$ cat src/hdl/owt_pkg.sv
/*
  constants and types for the one-wire byte transmitter.
  assumes a single clock at 200 MHz and a simple register port.
*/
`default_nettype none
package owt_pkg;
  localparam int unsigned CLK_MHZ     = 200;
  localparam logic [3:0]  OFS_CONFIG  = 4'h0;
  localparam logic [3:0]  OFS_TIMING  = 4'h4;
  localparam logic [3:0]  OFS_EVENT   = 4'h8;
  localparam logic [3:0]  OFS_TXBYTE  = 4'hc;
  localparam int unsigned BIT_EN      = 0;
  localparam int unsigned BIT_MSBF    = 1;
  localparam int unsigned BIT_LAST    = 4;
  localparam int unsigned BIT_RATIO   = 0;
  localparam int unsigned BIT_DONE    = 4;
  localparam int unsigned BIT_IEN     = 0;
  localparam int unsigned TB_LO       = 4;
  localparam int unsigned UNIT_DEF_US = 32;
  // each bit symbol spans 4 units (3:1) or 3 units (2:1); start is a long low
  localparam logic [2:0]  SYM_UNITS_31 = 3'h4;
  localparam logic [2:0]  SYM_UNITS_21 = 3'h3;
  localparam logic [5:0]  START_UNITS  = 6'h20;

  typedef enum logic [1:0] {
    OWT_IDLE  = 2'b00,
    OWT_START = 2'b01,
    OWT_BITS  = 2'b10,
    OWT_HOLD  = 2'b11
  } owt_state_t;

  typedef struct packed {
    logic [3:0]  addr;
    logic [31:0] wdata;
    logic        wr;
    logic        rd;
  } owt_bus_t;
endpackage
`default_nettype wire

$ cat src/hdl/owt_top.sv
/*
  one-wire byte transmitter: register port, symbol timer, serialiser, interrupt.
  assumes synchronous inputs and a master that never needs wait states.
*/
`default_nettype none
// What this block does
// last-byte bit ends transfer after byte
// done event when byte fully shifted
// without last-byte, stay open, no idle
// bit order: 1 msb first, 0 lsb
// transmit only while enabled, reset off
// time unit from 4-bit selector table
// ratio bit picks 3:1 or 2:1
// done flag sticky, write 1 clears
// irq while flag and enable set
// byte write starts transmission when enabled
// four registers at 0x0, 0x4, 0x8, 0xc
// single output line, send only
// no dma; one event per byte
// own symbol waveforms and idle level
module owt_top #(
  parameter int unsigned CLK_MHZ = owt_pkg::CLK_MHZ
) (
  input  wire logic        clk_i,
  input  wire logic        resetn_i,
  input  wire logic [3:0]  addr_i,
  input  wire logic [31:0] wdata_i,
  input  wire logic        wr_i,
  input  wire logic        rd_i,
  output logic      [31:0] rdata_o,
  output logic             irq_o,
  output logic             line_o
);
  import owt_pkg::*;

  // time unit in microseconds from the 4-bit selector
  function automatic logic [8:0] owt_unit_us(input logic [3:0] sel);
    case (sel)
      4'h1:    owt_unit_us = 9'h020;
      4'h2:    owt_unit_us = 9'h040;
      4'h3:    owt_unit_us = 9'h060;
      4'h4:    owt_unit_us = 9'h080;
      4'h5:    owt_unit_us = 9'h0a0;
      4'h6:    owt_unit_us = 9'h0c0;
      4'h7:    owt_unit_us = 9'h0dc;
      4'h8:    owt_unit_us = 9'h100;
      4'h9:    owt_unit_us = 9'h120;
      4'ha:    owt_unit_us = 9'h140;
      default: owt_unit_us = 9'(UNIT_DEF_US);
    endcase
  endfunction

  owt_bus_t bus;
  assign bus = '{addr: addr_i, wdata: wdata_i, wr: wr_i, rd: rd_i};

  logic        en_q, msbf_q, ratio_q, ien_q, done_q, last_q, line_q;
  logic [3:0]  tsel_q;
  logic [7:0]  data_q, shift_q;
  logic [31:0] rdata_q;
  logic [16:0] tick_q;
  logic [5:0]  unit_q;
  logic [2:0]  bit_q;
  owt_state_t  state_q, state_d;

  // address decode
  wire wr_cfg  = bus.wr && bus.addr == OFS_CONFIG;
  wire wr_tim  = bus.wr && bus.addr == OFS_TIMING;
  wire wr_evt  = bus.wr && bus.addr == OFS_EVENT;
  wire wr_byte = bus.wr && bus.addr == OFS_TXBYTE;
  wire last_wr = wr_cfg && bus.wdata[BIT_LAST];

  // cycles per unit; widened so the product cannot wrap
  wire [16:0] unit_cyc = 17'(owt_unit_us(tsel_q) * 17'(CLK_MHZ));
  // compare with >= so a selector change mid-unit cannot let the counter run away
  wire        tick     = tick_q >= unit_cyc - 17'h1;
  wire [2:0]  sym_len  = ratio_q ? SYM_UNITS_31 : SYM_UNITS_21;
  // bit 1: high for all but last unit; bit 0: high one unit only
  wire [7:0]  shifted  = msbf_q ? {shift_q[6:0], 1'b0} : {1'b0, shift_q[7:1]};
  wire        cur_bit  = msbf_q ? shift_q[7] : shift_q[0];
  // ratio may change mid-symbol, so the end test must not need an exact hit
  wire        sym_end  = tick && unit_q >= 6'(sym_len) - 6'h1;
  wire        start_ok = en_q && wr_byte;
  wire        start_end = tick && unit_q >= START_UNITS - 6'h1;

  always_comb begin
    state_d = state_q;
    case (state_q)
      OWT_IDLE: begin
        if (start_ok) state_d = OWT_START;
      end
      OWT_START: begin
        if (!en_q) state_d = OWT_IDLE;
        else if (start_end) state_d = OWT_BITS;
      end
      OWT_BITS: begin
        if (!en_q) state_d = OWT_IDLE;
        else if (sym_end && bit_q == 3'h7) state_d = OWT_HOLD;
      end
      // open transfer: next byte goes straight out, no start symbol
      OWT_HOLD: begin
        if (!en_q || last_q || last_wr) state_d = OWT_IDLE;
        else if (start_ok) state_d = OWT_BITS;
      end
      default: begin
        state_d = OWT_IDLE;
      end
    endcase
  end

  wire byte_done = state_q == OWT_BITS && state_d == OWT_HOLD;

  // idle line high, start symbol low, bits begin high
  wire line_d = (state_d == OWT_START) ? 1'b0 :
                (state_d == OWT_BITS)  ? ((state_q == OWT_BITS && !sym_end)
                                          ? ((unit_q >= 6'(sym_len) - 6'h1 ||
                                             (tick && unit_q == 6'(sym_len) - 6'h2)) ? 1'b0
                                             : (cur_bit || unit_q == 6'h0 && !tick))
                                          : 1'b1)
                                       : 1'b1;

  always_ff @(posedge clk_i or negedge resetn_i) begin
    if (!resetn_i) begin
      en_q   <= 1'b0;
      msbf_q <= 1'b0;
      last_q <= 1'b0;
    end else begin
      if (wr_cfg) begin
        en_q   <= bus.wdata[BIT_EN];
        msbf_q <= bus.wdata[BIT_MSBF];
      end
      // remembered until byte in flight ends
      if (state_d == OWT_IDLE) last_q <= 1'b0;
      else if (last_wr) last_q <= 1'b1;
    end
  end

  always_ff @(posedge clk_i or negedge resetn_i) begin
    if (!resetn_i) begin
      tsel_q  <= 4'h0;
      ratio_q <= 1'b0;
      ien_q   <= 1'b0;
      data_q  <= 8'h00;
    end else begin
      if (wr_tim) begin
        tsel_q  <= bus.wdata[TB_LO +: 4];
        ratio_q <= bus.wdata[BIT_RATIO];
      end
      if (wr_evt) ien_q <= bus.wdata[BIT_IEN];
      if (wr_byte) data_q <= bus.wdata[7:0];
    end
  end

  // set wins over a same-cycle clear
  always_ff @(posedge clk_i or negedge resetn_i) begin
    if (!resetn_i) done_q <= 1'b0;
    else if (byte_done) done_q <= 1'b1;
    else if (wr_evt && bus.wdata[BIT_DONE]) done_q <= 1'b0;
  end

  always_ff @(posedge clk_i or negedge resetn_i) begin
    if (!resetn_i) begin
      state_q <= OWT_IDLE;
      tick_q  <= 17'h0;
      unit_q  <= 6'h0;
      bit_q   <= 3'h0;
      shift_q <= 8'h00;
      line_q  <= 1'b1;
    end else begin
      state_q <= state_d;
      line_q  <= line_d;
      if (state_d != state_q || tick) tick_q <= 17'h0;
      else tick_q <= tick_q + 17'h1;
      if (state_d != state_q) unit_q <= 6'h0;
      else if (sym_end && state_q == OWT_BITS) unit_q <= 6'h0;
      else if (tick) unit_q <= unit_q + 6'h1;
      if (start_ok && (state_q == OWT_IDLE || state_q == OWT_HOLD)) begin
        shift_q <= bus.wdata[7:0];
        bit_q   <= 3'h0;
      end else if (state_q == OWT_BITS && sym_end) begin
        shift_q <= shifted;
        bit_q   <= bit_q + 3'h1;
      end
    end
  end

  // read data valid only in the cycle after the strobe
  wire [31:0] rd_cfg  = 32'({msbf_q, en_q}); // last-byte reads 0
  wire [31:0] rd_tim  = 32'({tsel_q, 3'h0, ratio_q});
  wire [31:0] rd_evt  = 32'({done_q, 3'h0, ien_q});
  wire [31:0] rd_byte = 32'(data_q);
  wire [31:0] rd_mux  =
    (bus.addr == OFS_CONFIG) ? rd_cfg :
    (bus.addr == OFS_TIMING) ? rd_tim :
    (bus.addr == OFS_EVENT)  ? rd_evt :
    (bus.addr == OFS_TXBYTE) ? rd_byte : 32'h0;

  always_ff @(posedge clk_i or negedge resetn_i) begin
    if (!resetn_i) rdata_q <= 32'h0;
    else rdata_q <= bus.rd ? rd_mux : 32'h0;
  end

  assign rdata_o = rdata_q;
  assign irq_o   = done_q && ien_q;
  assign line_o  = line_q;
endmodule
`default_nettype wire

$ cat config.mk
export PLATFORM = sky130hd
export DESIGN_NAME = owt_top
export DESIGN_NICKNAME = d
export VERILOG_FILES = /design/src/hdl/owt_pkg.sv /design/src/hdl/owt_top.sv
export SDC_FILE = /design/constraint.sdc
export NUM_CORES = 1
export LEC_CHECK = 0
export BUFFER_PORTS_ARGS = -buffer_cell sky130_fd_sc_hd__buf_2
export CAP_MARGIN = 5
export CELL_PAD_IN_SITES_DETAIL_PLACEMENT = 1
export CELL_PAD_IN_SITES_GLOBAL_PLACEMENT = 2
export CORE_MARGIN = 4
export CORE_UTILIZATION = 36
export DETAILED_ROUTE_END_ITERATION = 7
export GPL_ROUTABILITY_DRIVEN = 0
export GPL_TIMING_DRIVEN = 0
export PLACE_DENSITY_LB_ADDON = 0.1
export SKIP_CTS_REPAIR_TIMING = 1
export SLEW_MARGIN = 10
export SYNTH_ARGS = -nofsm -noshare
export SYNTH_HDL_FRONTEND = slang
export SYNTH_SLANG_ARGS = --single-unit
export TNS_END_PERCENT = 10
$ cat constraint.sdc
create_clock -name clk_i -period 6.2 [get_ports clk_i]
set_input_delay 0.62 -clock clk_i [delete_from_list [all_inputs] [get_ports clk_i]]
set_output_delay 0.62 -clock clk_i [all_outputs]
set_load 0.02 [all_outputs]
After elaboration in Yosys (flattened, before gate mapping)
Memories as Yosys holds them, arrays and structs flattened.
Index checks and enable logic that the tools add are counted.
W data, S select, Z words.
Operators by class
  $add $sub $neg: 6
  multiply operators: 1
  $lt $le $gt $ge: 3
  equality and inequality tests: 12
  multiplexer cells: 32
  reduce and logical (&&, ||, !) cells: 34
Operators with widths (count)
  $mux W8: 8
  $mux W6: 3
  $add A17 B1 Y17 const B: 1
  $ge A17 B17 Y1: 1
  $logic_and A1 B1 Y1: 17
  $mux W17: 1
  $sub A17 B1 Y17 const B: 1
  $mul A9 B5 Y14 const B: 1
  $mux W2: 7
  $mux W1: 9
  $mux W3: 3
  $eq A2 B2 Y1 const B: 4
  $eq A4 B4 Y1 const B: 2
  $pmux W2 S4: 1
  $add A6 B1 Y6 const B: 1
  $eq A6 B6 Y1: 1
  $ge A6 B5 Y1 const B: 1
  $ge A6 B6 Y1: 1
  $logic_not A6 Y1: 1
  $logic_or A1 B1 Y1: 6
  $reduce_bool A2 Y1: 3
  $eq A2 B1 Y1 const B: 2
  $eq A4 B3 Y1 const B: 1
  $logic_not A2 Y1: 2
  8 further kinds: 10
Word-level totals
  register bits: 63
  bits in read-only memories: 112
  input port bits: 40
  output and inout port bits: 34
  memories kept: 1
Memory list
  (name not given): depth 16, bits a word 7, read ports 1, clocked after Yosys merged registers in 0, wr ports 0, RTL line owt_top.sv:38  | case (sel)

Longest topological paths before layout
Gate-level depths: netlist of run 1.
An unclocked memory read counts as a cell.
  word-level depth: 12
  gate-level depth with buffers: 23

Least setup slack after synthesis of run 1
Ideal clock, no wire load.
  path kind: reg-to-reg
  start point: reg tsel_q[2]
  end point: reg tick_q[16]
  library setup time: 136 ps
  arrival time: 4977 ps
  path slack: 1087 ps
  stages on the path, launching flop included: 23
  clock period less this slack: 5113 ps
  cell sequence: dfrtp_1 -> nand2_1 -> a221o_1 -> ha_1 -> ha_1 -> ha_1 -> ha_1 -> clkbuf_1 -> nand2_1 -> o21ai_0 -> xnor2_1 -> nand2_1 -> nor3b_1 -> xnor2_1 -> ha_1 -> a21oi_1 -> o221ai_2 -> or2_1 -> buf_6 -> a2111o_1 -> a211oi_4 -> buf_6 -> nor4_2
On the way
  longest elaborated chain between the ends: 12
RTL lines
  start: declaration: RTL line owt_top.sv:57  | logic [3:0] tsel_q;
  start signal: assignment: RTL line owt_top.sv:145  | tsel_q <= bus.wdata[TB_LO +: 4];
  $mem_v2 Z16 W7 *
  $mul A9 B5 Y14 *: RTL line owt_top.sv:73  | wire [16:0] unit_cyc = 17'(owt_unit_us(tsel_q) * 17'(CLK_MHZ));
  $sub A17 B1 Y17 *: RTL line owt_top.sv:75  | wire tick = tick_q >= unit_cyc - 17'h1;
  $ge A17 B17 Y1 *: RTL line owt_top.sv:75
  $logic_and A1 B1 Y1: RTL line owt_top.sv:81  | wire sym_end = tick && unit_q >= 6'(sym_len) - 6'h1;
  $logic_and A1 B1 Y1: RTL line owt_top.sv:97  | else if (sym_end && bit_q == 3'h7) state_d = OWT_HOLD;
  $mux W2: RTL line owt_top.sv:97
  $mux W2: RTL line owt_top.sv:96  | if (!en_q) state_d = OWT_IDLE;
  $pmux W2 S4: RTL line owt_top.sv:87  | case (state_q)
  $ne A2 B2 Y1: RTL line owt_top.sv:171  | if (state_d != state_q || tick) tick_q <= 17'h0;
  $logic_or A1 B1 Y1 *: RTL line owt_top.sv:171
  $mux W17 *: RTL line owt_top.sv:171
  end signal: assignment: RTL line owt_top.sv:172  | else tick_q <= tick_q + 17'h1;
  end: declaration: RTL line owt_top.sv:60  | logic [16:0] tick_q;
Every way passes the cells marked *; elsewhere a longest branch is shown, timed or not.
A chain may end at the register's enable or synchronous reset.

Worst setup path in the final report of run 1
  start point: reg tsel_q[2]
  end point: reg unit_q[5]
On the way
  longest elaborated chain between the ends: 11
RTL lines
  $mem_v2 Z16 W7 *
  $mul A9 B5 Y14 *: RTL line owt_top.sv:73
  $sub A17 B1 Y17 *: RTL line owt_top.sv:75
  $ge A17 B17 Y1 *: RTL line owt_top.sv:75
  $logic_and A1 B1 Y1: RTL line owt_top.sv:81
  $logic_and A1 B1 Y1: RTL line owt_top.sv:97
  $mux W2: RTL line owt_top.sv:97
  $mux W2: RTL line owt_top.sv:96
  $pmux W2 S4: RTL line owt_top.sv:87
  $ne A2 B2 Y1: RTL line owt_top.sv:173  | if (state_d != state_q) unit_q <= 6'h0;
  $reduce_bool A3 Y1 (no source line) or $mux W6 (tied branches)
  end signal: assignment: RTL line owt_top.sv:175  | else if (tick) unit_q <= unit_q + 6'h1;
  end: declaration: RTL line owt_top.sv:61  | logic [5:0] unit_q;
Marked as above.

==> impl_results.md, run 1 <==
* Crit path max fanout at 10
* Class of the worst hold path: in -> async
* Power, Total at 1.71 mW
* Crit-path cells: nand2_1 -> a221o_1 -> ha_1 -> ha_1 -> ha_1 -> ha_1 -> clkbuf_1 -> nand2_1 -> o21ai_0 -> xnor2_1 -> nand2_1 -> nor3b_1 -> xnor2_1 -> ha_1 -> nand4_1 -> o221ai_2 -> or2_1 -> buf_6 -> a2111o_1 -> a211oi_4 -> buf_6 -> nor4_2
* Tcrit/Tclk final at 0.929
* Crit path capture type: flop
* Sequential area share after synthesis at 0.355
* Fmax achieved at around 170 MHz
* Hold Vio Cnt, Final at 0
* Num ports at between 70 and 80
* Area Overhead vs Synth at 17.3%
* Most common library cell in the layout ignoring fill and taps: dfrtp_1
* Initial Utilization at 0.368
* Ys Warns at 0
* Crit path required time at about 6.4 ns
* Initial antenna violation count at 0
* Die area at 0.0142 mm²
* Lkg Pwr at approximately 2.4 nW
* Fillers at between 1000 and 1500
* DP Worst Slack at around 0.037 ns
* DRC at 0
* Worst EP arrival at between 5 and 6 ns
* Switching pwr at ~600 µW
* Post-route ant nets at 0
* Worst-path clk slew at 0.06 ns
* Inserted Clock Buffers at 9
* Grt total ovfl at 0
* Synth Cell Area at 0.00444 mm²
* IR drop worst, VDD at 0.000174 V
* Clock Latency Late Sink at 0.34 ns
* Cell-internal power at roughly 1.1 mW
* Slew margin rel. at 0.317
* Hold Slack at just under 0.1 ns
* Synth Flop Type: dfrtp_1
* All-Layer GR Usage at 0.158
* Final setup margin at between 0.4 and 0.5 ns
* Core area at approximately 0.012 mm²
* Setup TNS at 0 ns
* Via count at 3321
* Post-route minimum period at roughly 5.8 ns
* CTS Sinks at between 60 and 70
* Worst setup skew after layout at around 0.0064 ns
* Final Slew Violations at 0
* First-pass GRT wire length at around 18 mm
* Routed wire length at between 10 and 15 mm
* Ys async rst share at 1.00
* Crit Path Category: reg -> reg
* Clk pwr share at 0.305
* Mapped Cells at about 440
* Status: finished, final reports clean
* Largest net degree at the start of global routing at between 50 and 60
* Maxcap violations at 0
* Most frequent cells in the layout: dfrtp_1, ha_1, buf_2, nand2_1, nor2_1
* Yosys cell types at 57
* Sw Share at 0.356
* CP max-delay cell: dfrtp_1
* Layout cells sized above 1 at 0.235
* Worst Path Buf+Inv at 3
* Row count at 40
* RSZ-0062 raised after global routing: false
* Placed cells at 660
* H-tree depth at 3
* Yosys reg bits at 63
* Initial DRC count at between 100 and 150
* WL/cell at 15.7 µm
* R2R depth at 22
* Top cells by area, synth: dfrtp_1, ha_1, mux2_2
* Worst path max stage delay at 0.44 ns
* IO buf count at 24
* Final core utilization at 0.432
* Final Cell Area at between 0.005 and 0.006 mm²
* Seq pwr share at 0.315
* Largest area contributor in the netlist: dfrtp_1
* Vias per std cell at between 4 and 5
* Dpl hpwl at about 8 mm
* CTS root buf: clkbuf_16
* Comb pwr share at 0.380
* Net count, final at between 500 and 600
* Final Non-Filler Cells at between 600 and 700
* Die Y at 119 µm
* Number of enable flip-flop cells after synthesis at 0
* Placement Cell Area at roughly 0.0049 mm²
* Least-Margin Pin Slew at between 1 and 1.5 ns
* Die X at 119 µm
* CP startpoint kind: flop
* Setup violators final at 0
* Number of global-route vias before repair at around 3600
* Most numerous cell on the critical path: ha_1
* Clk buf depth at 2
* Antenna fix cells at 0
* Syn_area_per_cell at about 10 µm²
* Power density cells at 329 mW/mm²
* DR pass1 iterations at 4
* Area share of the largest cell type after synthesis at 0.349
* Number of stages on the worst setup path at 22
* Top Family by Delay on Critical Path: compound AO/OA/AOI/OAI gates
* CTS tree: done
[sequential cells by signal, indices dropped and copies added (netlist names)]
name and count:
line_o 1, en_q 1, shift_q 8, ratio_q 1
state_q 2, tick_q 17, bit_q 3, last_q 1
unit_q 6, msbf_q 1, tsel_q 4, ien_q 1
rdata_o 8, data_q 8, done_q 1
[routing by layer]
metal  track usage  vias up  part of all wire
met5             0        -                 0
met4        0.0434        0             0.011
met3        0.0451        9             0.030
met2         0.267       36              0.50
met1         0.198     1609              0.46
li1              -     1667                 -
[synth_stat cells, drive strengths merged (2+ instances only)]
library cell	count
xnor2	21
buf	35
inv	14
and3	11
clkbuf	8
and2	4
a31oi	2
a21o	4
nand3	14
mux2i	14
nand2	28
nor4b	2
and3b	3
mux2	24
nor3b	3
o21ai	18
nor3	6
or2	3
a211oi	3
ha	43
nor4	24
nand4	6
o31a	2
nor2	28
dfrtp	62
xor2	16
a21oi	18
nand2b	5
o31ai	2
[cell type report]
class	instances	area, µm²	share of cell area
Sequential cell	63	1580	0.303
Multi-Input combinational cell	347	2640	0.506
Clock inverter	4	53.8	0.0103
Buffer	42	280	0.0538
Inverter	14	52.6	0.0101
Clock buffer	11	253	0.0485
Timing Repair Buffer	25	150	0.0288
Tap cell	168	210	0.0403
[cells by family after synthesis]
kind of cell | Yosys count | share of synthesized area
adder cells (fa/ha/maj) | 43 | 0.121
AO/OA/AOI/OAI | 63 | 0.0960
flip-flops | 63 | 0.355
AND/OR/NAND/NOR | 141 | 0.182
multiplexers | 39 | 0.0974
XOR/XNOR | 37 | 0.0729
other | 1 | 0.000844
buffers and inverters | 57 | 0.0752
[worst register-to-register path, stage by stage (launching register included)]
cell and delay, ns:
dfrtp_1 0.44, nand2_1 0.08, a221o_1 0.41, ha_1 0.33, ha_1 0.29, ha_1 0.30, ha_1 0.28, clkbuf_1 0.23
nand2_1 0.08, o21ai_0 0.32, xnor2_1 0.24, nand2_1 0.12, nor3b_1 0.24, xnor2_1 0.16, ha_1 0.28, nand4_1 0.17
o221ai_2 0.16, or2_1 0.26, buf_6 0.14, a2111o_1 0.40, a211oi_4 0.40, buf_6 0.23, nor4_2 0.07
[worst paths after layout]
kind	startpoint	to	slack [ns]
max	tsel_q[2]	unit_q[5]	0.44
min	resetn_i	tick_q[9]	0.1
max reg2reg	tsel_q[2]	unit_q[5]	0.44
min reg2reg	last_q	last_q	0.50
max in group asynchronous	resetn_i	line_o	5.59
min in group clk_i	last_q	last_q	0.50
[power groups by stage]
stage | sequential, mW | clock, mW | combinational (mW)
floorplan | 0.535 | 0 | 0.505
global placement | 0.544 | 0 | 0.637
detailed placement | 0.548 | 0 | 0.653
CTS | 0.541 | 0.544 | 0.661
global route | 0.552 | 0.562 | 0.742
finish | 0.540 | 0.522 | 0.651
No activity file was read; power rests on OpenSTA's default activity.
==> run 2: changes to the inputs <==
- clock period: 6.2 -> 5.5 ns (I/O delays scaled with it)
==> impl_results.md, run 2 (same netlist as run 1, synthesis figures left out) <==
* Row count at 40 (unchanged)
* Met1 GRT Util at 0.198 (unchanged)
* CTS Sinks at 63 (unchanged)
* H-tree depth at 3 (unchanged)
* Post-route ant nets at 0 (unchanged)
* Worst EP arrival at 5.44 ns (was 5.97 ns)
* Initial Utilization at 0.368 (unchanged)
* Class of the worst hold path: in -> async (unchanged)
* Inserted Clock Buffers at 9 (unchanged)
* Via count at 3339 (was 3321)
* Crit path required time at 5.71 ns (was 6.41 ns)
* Dpl hpwl at 8.09 mm (unchanged)
* Post-route minimum period at 5.24 ns (was 5.76 ns)
* Initial DRC count at 135 (was 114)
* Met3 GRT Util at 0.0451 (unchanged)
* Tcrit/Tclk final at 0.952 (was 0.929)
* Antenna fix cells at 0 (unchanged)
* Crit path capture type: flop (unchanged)
* IR drop worst, VDD at 0.000196 V (was 0.000174 V)
* Core area at 0.0121 mm² (unchanged)
* Crit path launch: tsel_q[2] (unchanged)
* Power density cells at 375 mW/mm² (was 329 mW/mm²)
* Crit Path Category: reg -> reg (unchanged)
* Multi-input gate area at 0.00269 mm² (was 0.00264 mm²)
* Clk buf depth at 2 (unchanged)
* Least-Margin Pin Slew at 1.02 ns (about the same)
* Maxcap violations at 0 (unchanged)
* Reg with most FFs: tick_q (unchanged)
* Final Slew Violations at 0 (unchanged)
* Fillers at 1388 (was 1399)
* Lkg Pwr at 2.43 nW (was 2.40 nW)
* Die Y at 119 µm (unchanged)
* Area Overhead vs Synth at 19.6% (was 17.3%)
* CTS root buf: clkbuf_16 (unchanged)
* Net count, final at 590 (was 585)
* Worst-path clk slew at 0.05 ns (was 0.06 ns)
* Most frequent cells in the layout: dfrtp_1, ha_1, buf_2, buf_4, nand2_1 (was dfrtp_1, ha_1, buf_2, nand2_1, nor2_1)
* CTS tree: done (unchanged)
* Num ports at 74 (unchanged)
* Number of flip-flops in the largest register at 17 (unchanged)
* Hold Vio Cnt, Final at 0 (unchanged)
* DR pass1 iterations at 4 (unchanged)
* Most common library cell in the layout ignoring fill and taps: dfrtp_1 (unchanged)
* Initial antenna violation count at 0 (unchanged)
* Slew margin rel. at 0.316 (was 0.317)
* Power, Total at 1.99 mW (was 1.71 mW)
* IO buf count at 24 (unchanged)
* Hold Slack at 0.0258 ns (was 0.0965 ns)
* Number of global-route vias before repair at 3602 (unchanged)
* Grt total ovfl at 0 (unchanged)
* GR Layer Usage met2 at 0.267 (unchanged)
* GRT busiest layer: met2 (unchanged)
* Status: finished, final reports clean (unchanged)
* Worst setup skew after layout at 0.00633 ns (was 0.00645 ns)
* Layout cells sized above 1 at 0.266 (was 0.235)
* First-pass GRT wire length at 17.9 mm (unchanged)
* CP startpoint kind: flop (unchanged)
* Largest net degree at the start of global routing at 59 (unchanged)
* Die X at 119 µm (unchanged)
* WL/cell at 15.8 µm (was 15.7 µm)
* Reg area at 0.00158 mm² (about the same)
* Fmax achieved at 191 MHz (was 174 MHz)
* R2r startpoint: tsel_q[2] (unchanged)
* Routed wire length at 10.7 mm (was 10.6 mm)
* Crit path max fanout at 10 (unchanged)
* DRC at 0 (unchanged)
* Setup violators final at 0 (unchanged)
* Clock Latency Late Sink at 0.34 ns (about the same)
* RSZ-0062 raised after global routing: false (unchanged)
* Die area at 0.0142 mm² (unchanged)
* Vias per std cell at 4.92 (was 4.93)
* All-Layer GR Usage at 0.158 (unchanged)
## run 2: cell types whose count changed in the layout (fill, tap and decap cells not counted), sizes merged
cell	delta
buf	+5
## run 2: critical path: stages, from the launching register on
cell,delay [ns]
dfrtp_2,0.44
a221o_2,0.45
ha_1,0.30
ha_1,0.29
ha_1,0.34
ha_4,0.32
nand2_1,0.06
o21ai_1,0.26
xnor2_2,0.18
nand2_1,0.12
nor3b_2,0.19
xnor2_1,0.15
ha_1,0.28
a21oi_1,0.18
o221ai_2,0.14
or2_1,0.26
buf_6,0.14
a2111o_1,0.40
a211oi_4,0.21
buf_6,0.15
clkbuf_4,0.18
nor4_2,0.05
## run 2: layer usage
metal,wire length [µm],part of all wire,up-vias
met4,117,0.011,0
li1,-,-,1675
met5,0,0,-
met3,294,0.027,9
met2,5290,0.49,33
met1,5000,0.47,1622
## run 2: where the power goes
| group | switching [mW] | internal (mW) | total [mW] |
|---|---|---|---|
| Sequential | 0.0658 | 0.545 | 0.610 |
| Clock | 0.216 | 0.374 | 0.591 |
| Combinational | 0.425 | 0.364 | 0.789 |
## run 2: path summary, 6_finish.rpt
check                        endpoint  slack, ns  depth (start not counted)
max                         tick_q[4]       0.26                         21
min                         tick_q[9]       0.03                          1
max reg2reg                 tick_q[4]       0.26                         21
min reg2reg                    last_q       0.50                          1
max in group asynchronous      line_o       4.96                          2
min in group clk_i         shift_q[2]       0.44                          3
## run 2: final cells by class
| cell class | count | area share |
|---|---|---|
| Sequential cell | 63 | 0.298 |
| Buffer | 41 | 0.0525 |
| Tap cell | 168 | 0.0396 |
| Inverter | 14 | 0.00989 |
| Clock inverter | 4 | 0.0101 |
| Timing Repair Buffer | 31 | 0.0374 |
| Clock buffer | 11 | 0.0476 |
| Multi-Input combinational cell | 347 | 0.505 |
## run 2: through the flow
step           TNS, ns  instance area [µm²]  setup WS [ns]  utilization  cells
6_report             0                 5310          0.264        0.441    679
5_1_grt              0                 5310       0.000192        0.441    679
3_5_place_dp    -20.49                 4890         -0.663        0.405    660
4_1_cts         -21.93                 5200         -0.712        0.431    675
3_3_place_gp    -17.34                 4860         -0.558        0.403    659
2_1_floorplan        0                 4530          0.387            -    467
==> run 3: changes to the inputs <==
- CORE_ASPECT_RATIO: not set -> 0.75
==> impl_results.md, run 3 (same netlist as run 1, synthesis figures left out) <==
* Status: finished, final reports clean (unchanged)
* Die X at 136 µm (was 119 µm)
* CTS tree: done (unchanged)
* Worst path max stage delay at 0.45 ns (about the same)
* R2R depth at 22 (was 21)
* Placement Cell Area at 0.00488 mm² (was 0.00489 mm²)
* Die Y at 104 µm (was 119 µm)
* Reg area at 0.00158 mm² (unchanged)
* Met1 GRT Util at 0.249 (was 0.198)
* Initial Utilization at 0.376 (was 0.368)
* Routed wire length at 11.3 mm (was 10.7 mm)
* Via count at 3441 (was 3339)
* All-Layer GR Usage at 0.165 (was 0.158)
* Num ports at 74 (unchanged)
* Hold Slack at 0.0452 ns (was 0.0258 ns)
* Crit-path cells: a221o_2 -> ha_1 -> ha_1 -> ha_4 -> ha_4 -> xor2_1 -> nor3_1 -> a31oi_1 -> nor2_1 -> nand2_1 -> nor3b_2 -> xnor2_1 -> ha_1 -> nand4_1 -> o221ai_2 -> or2_1 -> buf_6 -> a2111o_1 -> a211oi_4 -> buf_6 -> buf_4 -> nor4_2 (was a221o_2 -> ha_1 -> ha_1 -> ha_1 -> ha_4 -> nand2_1 -> o21ai_1 -> xnor2_2 -> nand2_1 -> nor3b_2 -> xnor2_1 -> ha_1 -> a21oi_1 -> o221ai_2 -> or2_1 -> buf_6 -> a2111o_1 -> a211oi_4 -> buf_6 -> clkbuf_4 -> nor4_2)
* Lkg Pwr at 2.47 nW (was 2.43 nW)
* Area Overhead vs Synth at 21.1% (was 19.6%)
* R2r startpoint: tsel_q[2] (unchanged)
* Most numerous cell on the critical path: ha_1 (unchanged)
* GR Layer Usage met2 at 0.230 (was 0.267)
* Number of global-route vias before repair at 3492 (was 3602)
* CTS Sinks at 63 (unchanged)
* First-pass GRT wire length at 18.5 mm (was 17.9 mm)
* DRC at 0 (unchanged)
* Worst Path Buf+Inv at 3 (unchanged)
* Layout cells sized above 1 at 0.286 (was 0.266)
* Inserted Clock Buffers at 9 (unchanged)
* Power density cells at 386 mW/mm² (was 375 mW/mm²)
* Worst setup skew after layout at 0.00995 ns (was 0.00633 ns)
* Vias per std cell at 5.09 (was 4.92)
* CP startpoint kind: flop (unchanged)
* Initial antenna violation count at 0 (unchanged)
* Largest net degree at the start of global routing at 55 (was 59)
* Class of the worst hold path: in -> async (unchanged)
* Crit path required time at 5.71 ns (about the same)
* Slew margin rel. at 0.550 (was 0.316)
* Worst EP arrival at 5.43 ns (was 5.44 ns)
* Multi-input gate area at 0.00273 mm² (was 0.00269 mm²)
* Fmax achieved at 192 MHz (was 191 MHz)
* Reg with most FFs: tick_q (unchanged)
* Grt total ovfl at 0 (unchanged)
* CP max-delay cell: a221o_2 (unchanged)
* Antenna fix cells at 0 (unchanged)
* Net count, final at 592 (was 590)
* GRT busiest layer: met1 (was met2)
* Initial DRC count at 119 (was 135)
* WL/cell at 16.7 µm (was 15.8 µm)
* Post-route ant nets at 0 (unchanged)
* Core area at 0.0118 mm² (was 0.0121 mm²)
* Hold Vio Cnt, Final at 0 (unchanged)
* Crit path capture type: flop (unchanged)
* Setup TNS at 0 ns (unchanged)
* Die area at 0.0142 mm² (about the same)
* Most common library cell in the layout ignoring fill and taps: dfrtp_1 (unchanged)
* Least-Margin Pin Slew at 0.671 ns (was 1.02 ns)
* DR pass1 iterations at 6 (was 4)
* Worst R2R Setup Slack at 0.28 ns (was 0.26 ns)
* Fillers at 1342 (was 1388)
* RSZ-0062 raised after global routing: false (unchanged)
* Dpl hpwl at 8.34 mm (was 8.09 mm)
* IR drop worst, VDD at 0.000144 V (was 0.000196 V)
* IO buf count at 24 (unchanged)
* Clk buf depth at 2 (unchanged)
* Setup violators final at 0 (unchanged)
* Reg-to-reg endpoint: tick_q[6] (was tick_q[4])
* Final Cell Area at 0.00538 mm² (was 0.00531 mm²)
* Worst-path clk slew at 0.06 ns (was 0.05 ns)
* CTS root buf: clkbuf_16 (unchanged)
* Power, Total at 2.08 mW (was 1.99 mW)
* Clock Latency Late Sink at 0.34 ns (about the same)
* Tcrit/Tclk final at 0.949 (was 0.952)
* Number of flip-flops in the largest register at 17 (unchanged)
* Crit path max fanout at 10 (unchanged)
* Top Family by Delay on Critical Path: adder cells (was compound AO/OA/AOI/OAI gates)
* Final Slew Violations at 0 (unchanged)
* Post-route minimum period at 5.22 ns (was 5.24 ns)
* Final core utilization at 0.455 (was 0.441)
* H-tree depth at 3 (unchanged)
* Most frequent cells in the layout: dfrtp_1, ha_1, buf_4, buf_2, nand2_1 (was dfrtp_1, ha_1, buf_2, buf_4, nand2_1)
* Maxcap violations at 0 (unchanged)
* Crit Path Category: reg -> reg (unchanged)
* Row count at 34 (was 40)
* Met3 GRT Util at 0.0411 (was 0.0451)
run 3: changes by cell type in the layout (fill, tap and decap cells not counted), sizes merged:
| cell | delta |
|---|---|
| clkinv | +3 |
| buf | +4 |
| clkinvlp | -1 |
| bufinv | +1 |
| clkbuf | -4 |
run 3: cell type report:
type,count,area share
Tap cell,162,0.0376
Sequential cell,63,0.294
Multi-Input combinational cell,347,0.508
Timing Repair Buffer,33,0.0397
Buffer,41,0.0518
Inverter,14,0.00976
Clock buffer,9,0.0418
Clock inverter,7,0.0177
run 3: through the flow:
step,instances,setup slack [ns]
2_1_floorplan,467,0.387
3_3_place_gp,653,-0.700
3_5_place_dp,654,-0.941
4_1_cts,670,-0.975
5_1_grt,676,0.0146
6_report,676,0.282
run 3: routing by layer:
layer / vias to the layer above / share of wire
met2: 50 / 0.43
met5: - / 0
li1: 1674 / -
met1: 1705 / 0.53
met3: 12 / 0.030
met4: 0 / 0.013
run 3: worst register-to-register path, cell delays in order, from the launching register on:
cell,delay [ns]
dfrtp_2,0.44
a221o_2,0.45
ha_1,0.29
ha_1,0.34
ha_4,0.26
ha_4,0.27
xor2_1,0.16
nor3_1,0.14
a31oi_1,0.10
nor2_1,0.15
nand2_1,0.10
nor3b_2,0.23
xnor2_1,0.11
ha_1,0.36
nand4_1,0.16
o221ai_2,0.15
or2_1,0.26
buf_6,0.14
a2111o_1,0.41
a211oi_4,0.22
buf_6,0.15
buf_4,0.16
nor4_2,0.06
run 3: power by group:
| part | internal, mW | switching, mW | total [mW] |
|---|---|---|---|
| Sequential | 0.544 | 0.0695 | 0.614 |
| Combinational | 0.385 | 0.455 | 0.840 |
| Clock | 0.397 | 0.226 | 0.623 |
run 3: worst max path at each step:
stage | start | endpoint | depth (start not counted)
floorplan | tsel_q[2] | tick_q[16] | 22
global placement | tsel_q[3] | tick_q[14] | 20
detailed placement | tsel_q[3] | tick_q[9] | 20
CTS | tsel_q[3] | tick_q[14] | 20
global route | tsel_q[2] | shift_q[1] | 20
finish | tsel_q[2] | tick_q[6] | 22
